### src/pkg/lcmc_defs.vh
`ifndef LCMC_DEFS_VH
`define LCMC_DEFS_VH

// clock rate
`define LCMC_CLK_HZ 25000000
// low-power entry hold, in clock cycles
`define LCMC_ENTRY_HOLD_CYC 22'h000005
// remote wake dominant time, in microseconds
`define LCMC_WAKE_US 100
// 100 us at 25 MHz, sized to the counter width
`define LCMC_WAKE_CYC 22'h0009c4
// temporary shutdown interval, in milliseconds
`define LCMC_TSHD_MS 128
// 128 ms at 25 MHz, sized to the counter width
`define LCMC_TSHD_CYC 22'h30d400
`define LCMC_CNT_W 22

// mode codes
`define LCMC_ST_OFF 3'h0
`define LCMC_ST_NORMAL 3'h1
`define LCMC_ST_STANDBY 3'h2
`define LCMC_ST_SLEEP 3'h3
`define LCMC_ST_TMPSD 3'h4
`define LCMC_ST_THERM 3'h5

`endif

### src/rtl/lcmc_mode_ctrl.v
`timescale 1ns/1ps
`include "lcmc_defs.vh"
// What this block does
// - after power-up enter normal mode with all blocks but wake detection enabled
// - normal mode passes transmit data to the bus driver
// - temperature above warning level sets sticky heat warning flag
// - standby disables transceiver, watchdogs, divider, relays; wake and thermal on
// - factory strap selects standby or sleep as the low-power state
// - sleep switches off regulator, transceiver, reset unit and watchdog
// - sleep returns to normal only on remote wake: bus dominant for the wake time
// - temporary shutdown only usable when its factory option is set
// - temporary shutdown keeps only oscillator and registers; bus recessive
// - temporary shutdown pulls select, receive, transmit low; no remote wake
// - temporary shutdown returns to normal after the 128 ms counter
// - software control bit moves normal or standby into temporary shutdown
// - overheat from any mode but off enters thermal shutdown, all but monitor off
// - thermal shutdown returns to normal at the recovery threshold
// - reduced-slew option for the transceiver applies in normal mode
// - remote wake moves standby to normal and sets the remote-wake flag
// - only the software-set control bit triggers temporary shutdown
// - select falling edge plus transmit high for hold time enters low power
// - select rising edge returns standby to normal as local wake
module lcmc_mode_ctrl (
    // clock and reset
    input wire sys_clk,
    input wire nrst,
    // pins from the host and bus
    input wire mode_sel_pin,
    input wire tx_pin,
    input wire lin_rx_level,
    // analog monitors
    input wire temp_warn,
    input wire overheat_trip_level,
    input wire temp_recovered,
    input wire vbat_undervolt,
    // factory options
    input wire opt_sleep,
    input wire opt_tmpsd_en,
    // software control bits
    input wire tmpsd_req,
    input wire low_slew_req,
    input wire flag_clear,
    // block enables
    output reg ldo_en,
    output reg vcc_pulldown,
    output reg xcvr_en,
    output reg lin_drive_low,
    output reg low_slew_en,
    output reg wake_det_en,
    output reg wwd_en,
    output reg txwd_en,
    output reg divider_en,
    output reg relay_en,
    output reg reset_unit_en,
    output reg pins_pull_low,
    // status
    output reg [2:0] mode,
    output reg heat_warn_flag,
    output reg overheat_flag,
    output reg rwake_flag
);
    localparam ST_OFF = `LCMC_ST_OFF;
    localparam ST_NORMAL = `LCMC_ST_NORMAL;
    localparam ST_STANDBY = `LCMC_ST_STANDBY;
    localparam ST_SLEEP = `LCMC_ST_SLEEP;
    localparam ST_TMPSD = `LCMC_ST_TMPSD;
    localparam ST_THERM = `LCMC_ST_THERM;
    localparam [`LCMC_CNT_W-1:0] HOLD_CYC = `LCMC_ENTRY_HOLD_CYC;
    localparam [`LCMC_CNT_W-1:0] WAKE_CYC = `LCMC_WAKE_CYC;
    localparam [`LCMC_CNT_W-1:0] TSHD_CYC = `LCMC_TSHD_CYC;
    localparam [`LCMC_CNT_W-1:0] CNT_ONE = 22'h000001;

    wire sel_s;
    wire tx_s;
    wire lin_s;
    wire warn_s;
    wire trip_s;
    wire recov_s;
    wire uvbat_s;

    lcmc_sync u_sync_sel (.sys_clk(sys_clk), .nrst(nrst),
        .din(mode_sel_pin), .dout(sel_s));
    lcmc_sync u_sync_tx (.sys_clk(sys_clk), .nrst(nrst),
        .din(tx_pin), .dout(tx_s));
    lcmc_sync u_sync_lin (.sys_clk(sys_clk), .nrst(nrst),
        .din(lin_rx_level), .dout(lin_s));
    lcmc_sync u_sync_warn (.sys_clk(sys_clk), .nrst(nrst),
        .din(temp_warn), .dout(warn_s));
    lcmc_sync u_sync_trip (.sys_clk(sys_clk), .nrst(nrst),
        .din(overheat_trip_level), .dout(trip_s));
    lcmc_sync u_sync_recov (.sys_clk(sys_clk), .nrst(nrst),
        .din(temp_recovered), .dout(recov_s));
    lcmc_sync u_sync_uvbat (.sys_clk(sys_clk), .nrst(nrst),
        .din(vbat_undervolt), .dout(uvbat_s));

    reg [2:0] state;
    reg [2:0] next_state;
    reg sel_d;
    reg tmpsd_req_d;
    reg entry_armed;
    reg [`LCMC_CNT_W-1:0] hold_cnt;
    reg [`LCMC_CNT_W-1:0] wake_cnt;
    reg [`LCMC_CNT_W-1:0] tshd_cnt;

    wire sel_fall = sel_d & ~sel_s;
    wire sel_rise = ~sel_d & sel_s;
    // only a fresh software write counts as a request
    wire tmpsd_set = tmpsd_req & ~tmpsd_req_d;
    wire entry_done = entry_armed & (hold_cnt >= HOLD_CYC);
    wire wake_done = (wake_cnt >= WAKE_CYC);
    wire tshd_done = (tshd_cnt >= TSHD_CYC);

    // edge history and software request history
    always @(posedge sys_clk or negedge nrst)
    begin
        if (!nrst)
        begin
            sel_d <= 1'b1;
            tmpsd_req_d <= 1'b0;
        end
        else
        begin
            sel_d <= sel_s;
            tmpsd_req_d <= tmpsd_req;
        end
    end

    // low-power entry: select fell, transmit held high
    always @(posedge sys_clk or negedge nrst)
    begin
        if (!nrst)
        begin
            entry_armed <= 1'b0;
            hold_cnt <= {`LCMC_CNT_W{1'b0}};
        end
        else if (state != ST_NORMAL || sel_s || !tx_s)
        begin
            entry_armed <= 1'b0;
            hold_cnt <= {`LCMC_CNT_W{1'b0}};
        end
        else if (sel_fall)
        begin
            entry_armed <= 1'b1;
            hold_cnt <= CNT_ONE;
        end
        else if (entry_armed && !entry_done)
        begin
            hold_cnt <= hold_cnt + CNT_ONE;
        end
    end

    // remote wake: bus dominant for the wake time
    always @(posedge sys_clk or negedge nrst)
    begin
        if (!nrst)
            wake_cnt <= {`LCMC_CNT_W{1'b0}};
        else if ((state != ST_STANDBY && state != ST_SLEEP) || lin_s)
            wake_cnt <= {`LCMC_CNT_W{1'b0}};
        else if (!wake_done)
            wake_cnt <= wake_cnt + CNT_ONE;
    end

    // temporary shutdown interval
    always @(posedge sys_clk or negedge nrst)
    begin
        if (!nrst)
            tshd_cnt <= {`LCMC_CNT_W{1'b0}};
        else if (state != ST_TMPSD)
            tshd_cnt <= {`LCMC_CNT_W{1'b0}};
        else if (!tshd_done)
            tshd_cnt <= tshd_cnt + CNT_ONE;
    end

    // mode transitions
    always @*
    begin
        next_state = state;
        case (state)
            ST_OFF:
                next_state = ST_NORMAL;
            ST_NORMAL:
            begin
                if (tmpsd_set && opt_tmpsd_en)
                    next_state = ST_TMPSD;
                else if (entry_done)
                    next_state = opt_sleep ? ST_SLEEP : ST_STANDBY;
            end
            ST_STANDBY:
            begin
                if (tmpsd_set && opt_tmpsd_en)
                    next_state = ST_TMPSD;
                else if (sel_rise)
                    next_state = ST_NORMAL;
                else if (wake_done)
                    next_state = ST_NORMAL;
            end
            ST_SLEEP:
            begin
                if (wake_done)
                    next_state = ST_NORMAL;
            end
            ST_TMPSD:
            begin
                if (tshd_done)
                    next_state = ST_NORMAL;
            end
            ST_THERM:
            begin
                if (recov_s && !trip_s)
                    next_state = ST_NORMAL;
            end
            default:
                next_state = ST_OFF;
        endcase
        if (trip_s && state != ST_OFF)
            next_state = ST_THERM;
        if (uvbat_s)
            next_state = ST_OFF;
    end

    always @(posedge sys_clk or negedge nrst)
    begin
        if (!nrst)
            state <= ST_OFF;
        else
            state <= next_state;
    end

    // flags: a set in the clearing cycle wins
    always @(posedge sys_clk or negedge nrst)
    begin
        if (!nrst)
        begin
            heat_warn_flag <= 1'b0;
            overheat_flag <= 1'b0;
            rwake_flag <= 1'b0;
        end
        else if (uvbat_s)
        begin
            heat_warn_flag <= 1'b0;
            overheat_flag <= 1'b0;
            rwake_flag <= 1'b0;
        end
        else
        begin
            heat_warn_flag <= warn_s | (heat_warn_flag & ~flag_clear);
            overheat_flag <= trip_s | (overheat_flag & ~flag_clear);
            rwake_flag <= (wake_done && state == ST_STANDBY &&
                next_state == ST_NORMAL) | (rwake_flag & ~flag_clear);
        end
    end

    // per-mode block enables, registered from the next mode
    always @(posedge sys_clk or negedge nrst)
    begin
        if (!nrst)
        begin
            ldo_en <= 1'b0;
            vcc_pulldown <= 1'b1;
            xcvr_en <= 1'b0;
            lin_drive_low <= 1'b0;
            low_slew_en <= 1'b0;
            wake_det_en <= 1'b0;
            wwd_en <= 1'b0;
            txwd_en <= 1'b0;
            divider_en <= 1'b0;
            relay_en <= 1'b0;
            reset_unit_en <= 1'b0;
            pins_pull_low <= 1'b0;
            mode <= ST_OFF;
        end
        else
        begin
            mode <= next_state;
            // normal: everything on except wake detection
            ldo_en <= (next_state == ST_NORMAL) ||
                (next_state == ST_STANDBY);
            vcc_pulldown <= (next_state == ST_SLEEP) ||
                (next_state == ST_TMPSD) || (next_state == ST_THERM) ||
                (next_state == ST_OFF);
            xcvr_en <= (next_state == ST_NORMAL);
            // bus dominant only while transmit is low in normal mode
            lin_drive_low <= (next_state == ST_NORMAL) && !tx_s;
            low_slew_en <= (next_state == ST_NORMAL) && low_slew_req;
            wake_det_en <= (next_state == ST_STANDBY) ||
                (next_state == ST_SLEEP);
            wwd_en <= (next_state == ST_NORMAL);
            txwd_en <= (next_state == ST_NORMAL);
            divider_en <= (next_state == ST_NORMAL);
            relay_en <= (next_state == ST_NORMAL);
            reset_unit_en <= (next_state == ST_NORMAL) ||
                (next_state == ST_STANDBY);
            pins_pull_low <= (next_state == ST_TMPSD);
        end
    end
endmodule

### src/rtl/lcmc_sync.v
`timescale 1ns/1ps
// two-flop synchroniser for an asynchronous pin
module lcmc_sync (
    // clock and reset
    input wire sys_clk,
    input wire nrst,
    // data
    input wire din,
    output reg dout
);
    reg stage1;

    always @(posedge sys_clk or negedge nrst)
    begin
        if (!nrst)
        begin
            stage1 <= 1'b0;
            dout <= 1'b0;
        end
        else
        begin
            stage1 <= din;
            dout <= stage1;
        end
    end
endmodule

### config.mk
export PLATFORM = sky130hd
export DESIGN_NAME = lcmc_mode_ctrl
export DESIGN_NICKNAME = d
export VERILOG_FILES = /design/src/rtl/lcmc_mode_ctrl.v /design/src/rtl/lcmc_sync.v
export VERILOG_INCLUDE_DIRS = /design/src /design/src/pkg
export SDC_FILE = /design/constraint.sdc
export NUM_CORES = 1
export LEC_CHECK = 0
export ABC_AREA = 1
export BUFFER_PORTS_ARGS = -buffer_cell sky130_fd_sc_hd__buf_2
export CAP_MARGIN = 25
export CELL_PAD_IN_SITES_DETAIL_PLACEMENT = 0
export CELL_PAD_IN_SITES_GLOBAL_PLACEMENT = 1
export CORE_MARGIN = 1
export CORE_UTILIZATION = 40
export DETAILED_ROUTE_END_ITERATION = 7
export HOLD_SLACK_MARGIN = 0.02
export PLACE_DENSITY_LB_ADDON = 0.1
export REMOVE_ABC_BUFFERS = 1
export SYNTH_ARGS = -nofsm -noshare
export SYNTH_HDL_FRONTEND = slang
export SYNTH_HIERARCHICAL = 1
export SYNTH_SLANG_ARGS = --single-unit
### constraint.sdc
create_clock -name sys_clk -period 1.67 [get_ports sys_clk]
set_input_delay 0.2505 -clock sys_clk [delete_from_list [all_inputs] [get_ports sys_clk]]
set_output_delay 0.2505 -clock sys_clk [all_outputs]
set_load 0.05 [all_outputs]
# ---- Word-level counts from Yosys, hierarchy flattened
# Index checks and enable logic that the tools add are counted.
dict set report word_totals {
  reg_bits 96
  inputBits 14
  output_inout_bits 18
  word_cells 115
}
dict set report op_classes {
  add_sub_neg 3
  magnitude_cmp 3
  n_eq_ne 16
  mux 23
  bitwise 14
  n_reduce_logical 25
}
# operator n
set op_table {}
lappend op_table {{$mux W22} 7}
lappend op_table {{$add A22 B1 Y22 const B} 3}
lappend op_table {{$mux W3} 9}
lappend op_table {{$ge A22 B12 Y1 const B} 1}
lappend op_table {{$ge A22 B22 Y1 const B} 1}
lappend op_table {{$ge A22 B3 Y1 const B} 1}
lappend op_table {{$pmux W3 S6} 1}
lappend op_table {{$eq A3 B2 Y1 const B} 4}
lappend op_table {{$eq A3 B3 Y1 const B} 4}
lappend op_table {{$logic_and A1 B1 Y1} 9}
lappend op_table {{$logic_or A1 B1 Y1} 8}
lappend op_table {{$and A1 B1 Y1} 7}
lappend op_table {{$eq A3 B1 Y1 const B} 2}
lappend op_table {{$logic_not A3 Y1} 2}
lappend op_table {{$mux W1} 6}
lappend op_table {{$ne A3 B2 Y1 const B} 2}
lappend op_table {{$reduce_bool A3 Y1} 2}
lappend op_table {{$ne A2 B1 Y1 const B} 2}
lappend op_table {{$not A1 Y1} 4}
lappend op_table {{$logic_not A1 Y1} 3}
lappend op_table {{$ne A3 B1 Y1 const B} 1}
lappend op_table {{$ne A3 B3 Y1 const B} 1}
lappend op_table {{$or A1 B1 Y1} 3}
lappend op_table {{$reduce_bool A2 Y1} 1}

# ---- Depth between registers and ports, before layout
dict set report depth {
  word_depth 11
  depth_mapped 15
  ltp_nobuf 15
}

# ---- Modules after synthesis
# The synthesis kept the hierarchy.
# module n_inst cells_per_inst area_per_inst_um2 seq_area_each_um2
set by_module_without_submodules {}
lappend by_module_without_submodules {lcmc_mode_ctrl 1 481 3977.6 2054.5}
lappend by_module_without_submodules {lcmc_sync 7 2 50.0 50.0}

# ---- Worst setup path before layout
# OpenSTA, ideal clock, no wires.
dict set report synth_timing {
  kind {reg-to-reg}
  startpoint {register mode[2] (netlist name)}
  endpoint {register rwake_flag}
  setup_time_ps 71
  t_arrival_ps 1872
  required_ps 1599
  slack_ps -274
  path_stages_with_launch 12
  path_buffers 0
  period_less_slack_ps 1944
  cell_sequence {dfrtp_1 -> inv_1 -> nand2_1 -> nor2_1 -> or2_1 -> a21oi_1 -> nand3_1 -> nand2_1 -> nand4_2 -> nor2_1 -> nor2_1 -> nor2_1}
}
# element line_no
set synth_rtl {}
lappend synth_rtl {{end signal, assigned} lcmc_mode_ctrl.v:248} ;# rwake_flag <= (wake_done && state == ST_STANDBY &&
lappend synth_rtl {{end, declared} lcmc_mode_ctrl.v:60} ;# output reg rwake_flag

# ---- Final worst setup path
dict set report layout_timing {
  startpoint {register hold_cnt[0]}
  endpoint {register hold_cnt[15]}
}
dict set report layout_between {
  elab_chain_len 5
  elab_cells_between_ends 9
  classes_between {add/sub: 1; order compare: 1; mux: 3; bitwise: 1; reduce/logical: 3}
}
# element line_no
set layout_rtl {}
lappend layout_rtl {{start, declared} lcmc_mode_ctrl.v:101} ;# reg [`LCMC_CNT_W-1:0] hold_cnt;
lappend layout_rtl {{start signal, assigned} lcmc_mode_ctrl.v:134} ;# hold_cnt <= {`LCMC_CNT_W{1'b0}};
lappend layout_rtl {{start signal, assigned} lcmc_mode_ctrl.v:139} ;# hold_cnt <= {`LCMC_CNT_W{1'b0}};
lappend layout_rtl {{start signal, assigned} lcmc_mode_ctrl.v:148} ;# hold_cnt <= hold_cnt + CNT_ONE;
lappend layout_rtl {{$ge A22 B3 Y1} lcmc_mode_ctrl.v:109} ;# wire entry_done = entry_armed & (hold_cnt >= HOLD_CYC);
lappend layout_rtl {{$and A1 B1 Y1} lcmc_mode_ctrl.v:109}
lappend layout_rtl {{$logic_not A1 Y1} lcmc_mode_ctrl.v:146} ;# else if (entry_armed && !entry_done)
lappend layout_rtl {{$logic_and A1 B1 Y1} lcmc_mode_ctrl.v:146}
lappend layout_rtl {{$reduce_bool A3 Y1 (no source line)} --}
# Several ways; a longest one is shown, not always the timed one. The select of a mux whose other input is x is not followed.
# A chain may end at the register's enable or synchronous reset.

==> results <==
- The flow ran to the end, but the final reports show violations.
- The checks that failed: negative setup slack.
- The cell with the most instances after synthesis is sky130_fd_sc_hd__dfrtp_1.
- For this block, the via count after detailed routing is 3635.
- The number of buffer cells added on primary ports is 31.
- The path category of the worst min-delay check is in -> reg.
- For the pin with the worst max-slew slack, the measured transition is 476 ps.
- Setup violations remaining at the end of the flow were counted as 16.
- The final cell count without fillers is 784.
- The stage delay of the slowest cell on the critical path is 460 ps.
- The post-layout instance area is 6140 µm².
- The die height is 106 µm.
- Along the worst path, the maximum fanout reaches 4.
- Clock tree synthesis inserted a total of 9 buffers.
- The end of the worst register-to-register path is hold_cnt[15].
- The die covers 11200 µm².
- The final setup slack of the worst path is -160 ps.
- After synthesis, the netlist uses 36 different library cells.
- The buffer depth of the longest clock path is 2.
- The sum of overflow across all layers after global routing is 0.
- The first-pass GRT wire length is 16500 µm.
- In the final layout, the share of cells above drive strength 1 is 0.390.
- The floorplan step set the die width to 106 µm.
- The library cell with the largest summed area after synthesis is sky130_fd_sc_hd__dfrtp_1.
- For this run, the post-layout net count is 664.
- STA puts the critical path data required time at 2000 ps.
- Counting every instance in the synthesized netlist gives 495.
- By area the synthesized netlist is led by sky130_fd_sc_hd__dfrtp_1, sky130_fd_sc_hd__inv_1, sky130_fd_sc_hd__nor2_1, sky130_fd_sc_hd__nand2_1, sky130_fd_sc_hd__a21oi_1.
- The start-to-end type of the worst setup path is reg -> reg.
- The clock insertion delay at the later pin of the skew report is 380 ps.
- Data arrives at the worst endpoint at 2160 ps.
- The routed design could run at a clock period as short as 1830 ps.
- The largest voltage drop on the vdd net is 0.552 mV.
- The congestion estimate from routability-driven global placement came to 0.792.
- In this run the power density over the cells is 727 nW/µm².
- Summed over all cells, the static leakage comes to 2.83 nW.
- The worst slew margin relative to its limit is 0.680.
- Counting instances in the post-synthesis netlist gives the leading cell types as sky130_fd_sc_hd__dfrtp_1, sky130_fd_sc_hd__inv_1, sky130_fd_sc_hd__nor2_1, sky130_fd_sc_hd__nand2_1, sky130_fd_sc_hd__a21oi_1.
- TritonCTS built the clock tree.
- The design draws 4.46 mW.
- The count of filler cells inserted in the layout is 922.
- The startpoint identified for the worst hold timing path is low_slew_req.
- In this run the worst setup path terminates at hold_cnt[15].
- The final hold violation count came to 0.
- The global routing usage summed across all routing layers is 0.186.
- The root buffer cell chosen for the clock tree is sky130_fd_sc_hd__clkbuf_8.
- Counting cells, the worst reg-to-reg path comes to 11.
- The initial utilization of the core area, before any placement, comes to 0.415.
- Counting flops with a built-in enable in the synthesized netlist gives 0.
- Walking the worst path, the cells encountered are ha_4 -> inv_2 -> a21oi_2 -> nor2_1 -> nand3_2 -> o21ai_2 -> nand4_1 -> nor2_1 -> nand3_2 -> nor2_2 -> o21a_1.
- The startpoint of the most critical register-to-register path is hold_cnt[0].
- The count of H-tree levels built during CTS is 3.
- For this run, the share of the core covered by cells in the final layout is 0.589.
- The number of antenna violations at the first check in global routing was 0.
- The proportion of netlist area held by the largest area contributor is 0.544.
- 32 I/O pins were placed.
- The number of synthesized register bits is 96.
- After synthesis, the share of flip-flops with an asynchronous set or reset is 1.00.
- In this run the worst setup path begins at hold_cnt[0].
- The routed wire length is 9750 µm.
- For this run, the detailed router's first-pass iteration total came to 4.
- Counting both buffers and inverters, the worst setup path holds a total of 1.
- The core region is 10400 µm².
- Row generation in the floorplan step produced 37 rows.
- Entering global routing, the biggest net connects 37 pins.
- Registers take 2410 µm².
- The number of DRC violations after detailed routing is 0.
- Counting tap cells, the placed design contains a total of 737 instances.
- Summed over all nets, the half-perimeter wirelength after detailed placement is 6720 µm.
- The mapped netlist covers 4330 µm².
- The via count of the first global-routing pass is 3688.
- In this run the remaining antenna-violating nets after routing total 0.
- The share of the yosys chip area belonging to registers is 0.556.
- The multi-input combinational cell area is 1900 µm².
- Dividing the final minimum period by the clock period gives 1.10.
- The Yosys step of the flow raised 6 warnings.
- The clock transition at the registers of the reported paths is 100 ps.
- On the final layout, the worst clock skew is 15.8 ps.
- The main flop type after synthesis is sky130_fd_sc_hd__dfrtp_1.
- In this design, the largest share of critical-path delay is due to simple AND/OR/NAND/NOR gates.
- A synthesized cell averages 8.74 µm².
- The path length in cells of the critical path is 11.
- Compared with the post-synthesis result, the final layout area differs by 41.8%.
- The mean number of vias per cell is 4.64.
- The standard cell with the maximum stage delay on the critical path is sky130_fd_sc_hd__dfrtp_2.
- Timing would allow up to 547 MHz.
- The critical path startpoint category is a flop.
- In this run, the number of DRC markers left after iteration 0 of detailed routing was 141.
- The count of antenna diodes in the layout is 0.
- The clock drives 96 sinks.
- The worst setup path is captured at a flop.
- The count of pins over their slew limit came to 0.
- The reported max-cap violation count is 0.
- The post-detailed-placement cell area is 5260 µm².
- Setup repair after global routing could not meet its margin everywhere.
- The wire length per cell after detailed routing is 12.4 µm.
- The register-to-register setup slack is -160 ps.
## cell usage in the layout (no fill, tap or decap), types with 3 or more instances in the layout
master	instances
sky130_fd_sc_hd__buf_12	3
sky130_fd_sc_hd__nand3_1	18
sky130_fd_sc_hd__buf_2	30
sky130_fd_sc_hd__nand2_1	53
sky130_fd_sc_hd__clkinvlp_4	3
sky130_fd_sc_hd__o21a_1	3
sky130_fd_sc_hd__nand3_2	7
sky130_fd_sc_hd__dfrtp_1	91
sky130_fd_sc_hd__buf_4	88
sky130_fd_sc_hd__nand2_2	12
sky130_fd_sc_hd__a211oi_1	3
sky130_fd_sc_hd__buf_6	16
sky130_fd_sc_hd__ha_1	5
sky130_fd_sc_hd__a21oi_2	7
sky130_fd_sc_hd__dfrtp_2	3
sky130_fd_sc_hd__dlygate4sd3_1	9
sky130_fd_sc_hd__nor3_1	5
sky130_fd_sc_hd__nor3_2	13
sky130_fd_sc_hd__nor3_4	7
sky130_fd_sc_hd__nor4_1	4
sky130_fd_sc_hd__clkbuf_8	9
sky130_fd_sc_hd__a21oi_1	26
sky130_fd_sc_hd__o21ai_1	7
sky130_fd_sc_hd__o21ai_0	12
sky130_fd_sc_hd__inv_1	78
sky130_fd_sc_hd__o21ai_2	5
sky130_fd_sc_hd__nor2_4	11
sky130_fd_sc_hd__nand4_1	9
sky130_fd_sc_hd__nor2_1	63
sky130_fd_sc_hd__inv_2	12
sky130_fd_sc_hd__nor2_2	10
## where the power goes
group | internal (mW) | switching [mW] | total (mW)
Combinational | 0.204 | 0.425 | 0.629
Sequential | 2.38 | 0.0381 | 2.42
Clock | 0.557 | 0.856 | 1.41
## worst register-to-register path, delay by kind of cell (launching register included)
family / cells / cell delay (ps)
simple gates: 6 / 760
compound gates: 3 / 330
fa+ha+maj: 1 / 170
flops: 1 / 460
buf+inv: 1 / 40
## routing by layer
layer	part of all wire	global-route usage	wire length (µm)	vias to the layer above
met5	0	0	0	-
li1	-	-	-	1870
met3	0.026	0.0405	255	8
met1	0.47	0.234	4570	1728
met4	0.013	0.0625	124	0
met2	0.49	0.317	4790	29
## kinds of logic after synthesis
| family | after synthesis | share of synthesized area |
|---|---|---|
| and+or+nand+nor | 223 | 0.244 |
| adders and majority gates | 7 | 0.0202 |
| xor gates and xnor gates | 1 | 0.00202 |
| AOI/OAI and AO/OA | 68 | 0.0870 |
| buffers and inverters | 100 | 0.0911 |
| DFF | 96 | 0.556 |
## how the worst min path moves through the flow
stage / depth (start not counted) / to
floorplan: 0 / entry_armed
global placement: 1 / tshd_cnt[13]
detailed placement: 1 / tshd_cnt[13]
CTS: 3 / low_slew_en
global route: 3 / low_slew_en
finish: 3 / low_slew_en
## flip-flops by register name, indices dropped and copies added, names as in the netlist, 3 cells and up
name / flops
wake_cnt: 22
hold_cnt: 22
tshd_cnt: 22
mode: 3
## what timing repair did
action,in CTS,in global routing
resized for setup,35,87
hold buffers,9,0
pin swaps,12,28
cloned,0,0
endpoints found under the setup margin,25,56
buffers inserted,8,17
hold endpoints to repair,34,0
## layout make-up
cell class,instances,area share
flip-flops and latches,96,0.392
multi-input cells,299,0.309
repair buffers,146,0.186
inverters,91,0.0563
well taps,136,0.0277
clock buffers,11,0.0214
clock inverters,5,0.00673
## metrics by stage
step	TNS [ps]	hold slack, ps	setup slack (ps)
after floorplan	-6470	-45.1	-421
after detailed placement	-1740	229	-171
after CTS	-1120	52.9	-121
after global placement	-1500	222	-211
final	-1300	119	-160
after global routing	-4990	115	-322
Note: power is estimated with default switching activity, not from simulation.
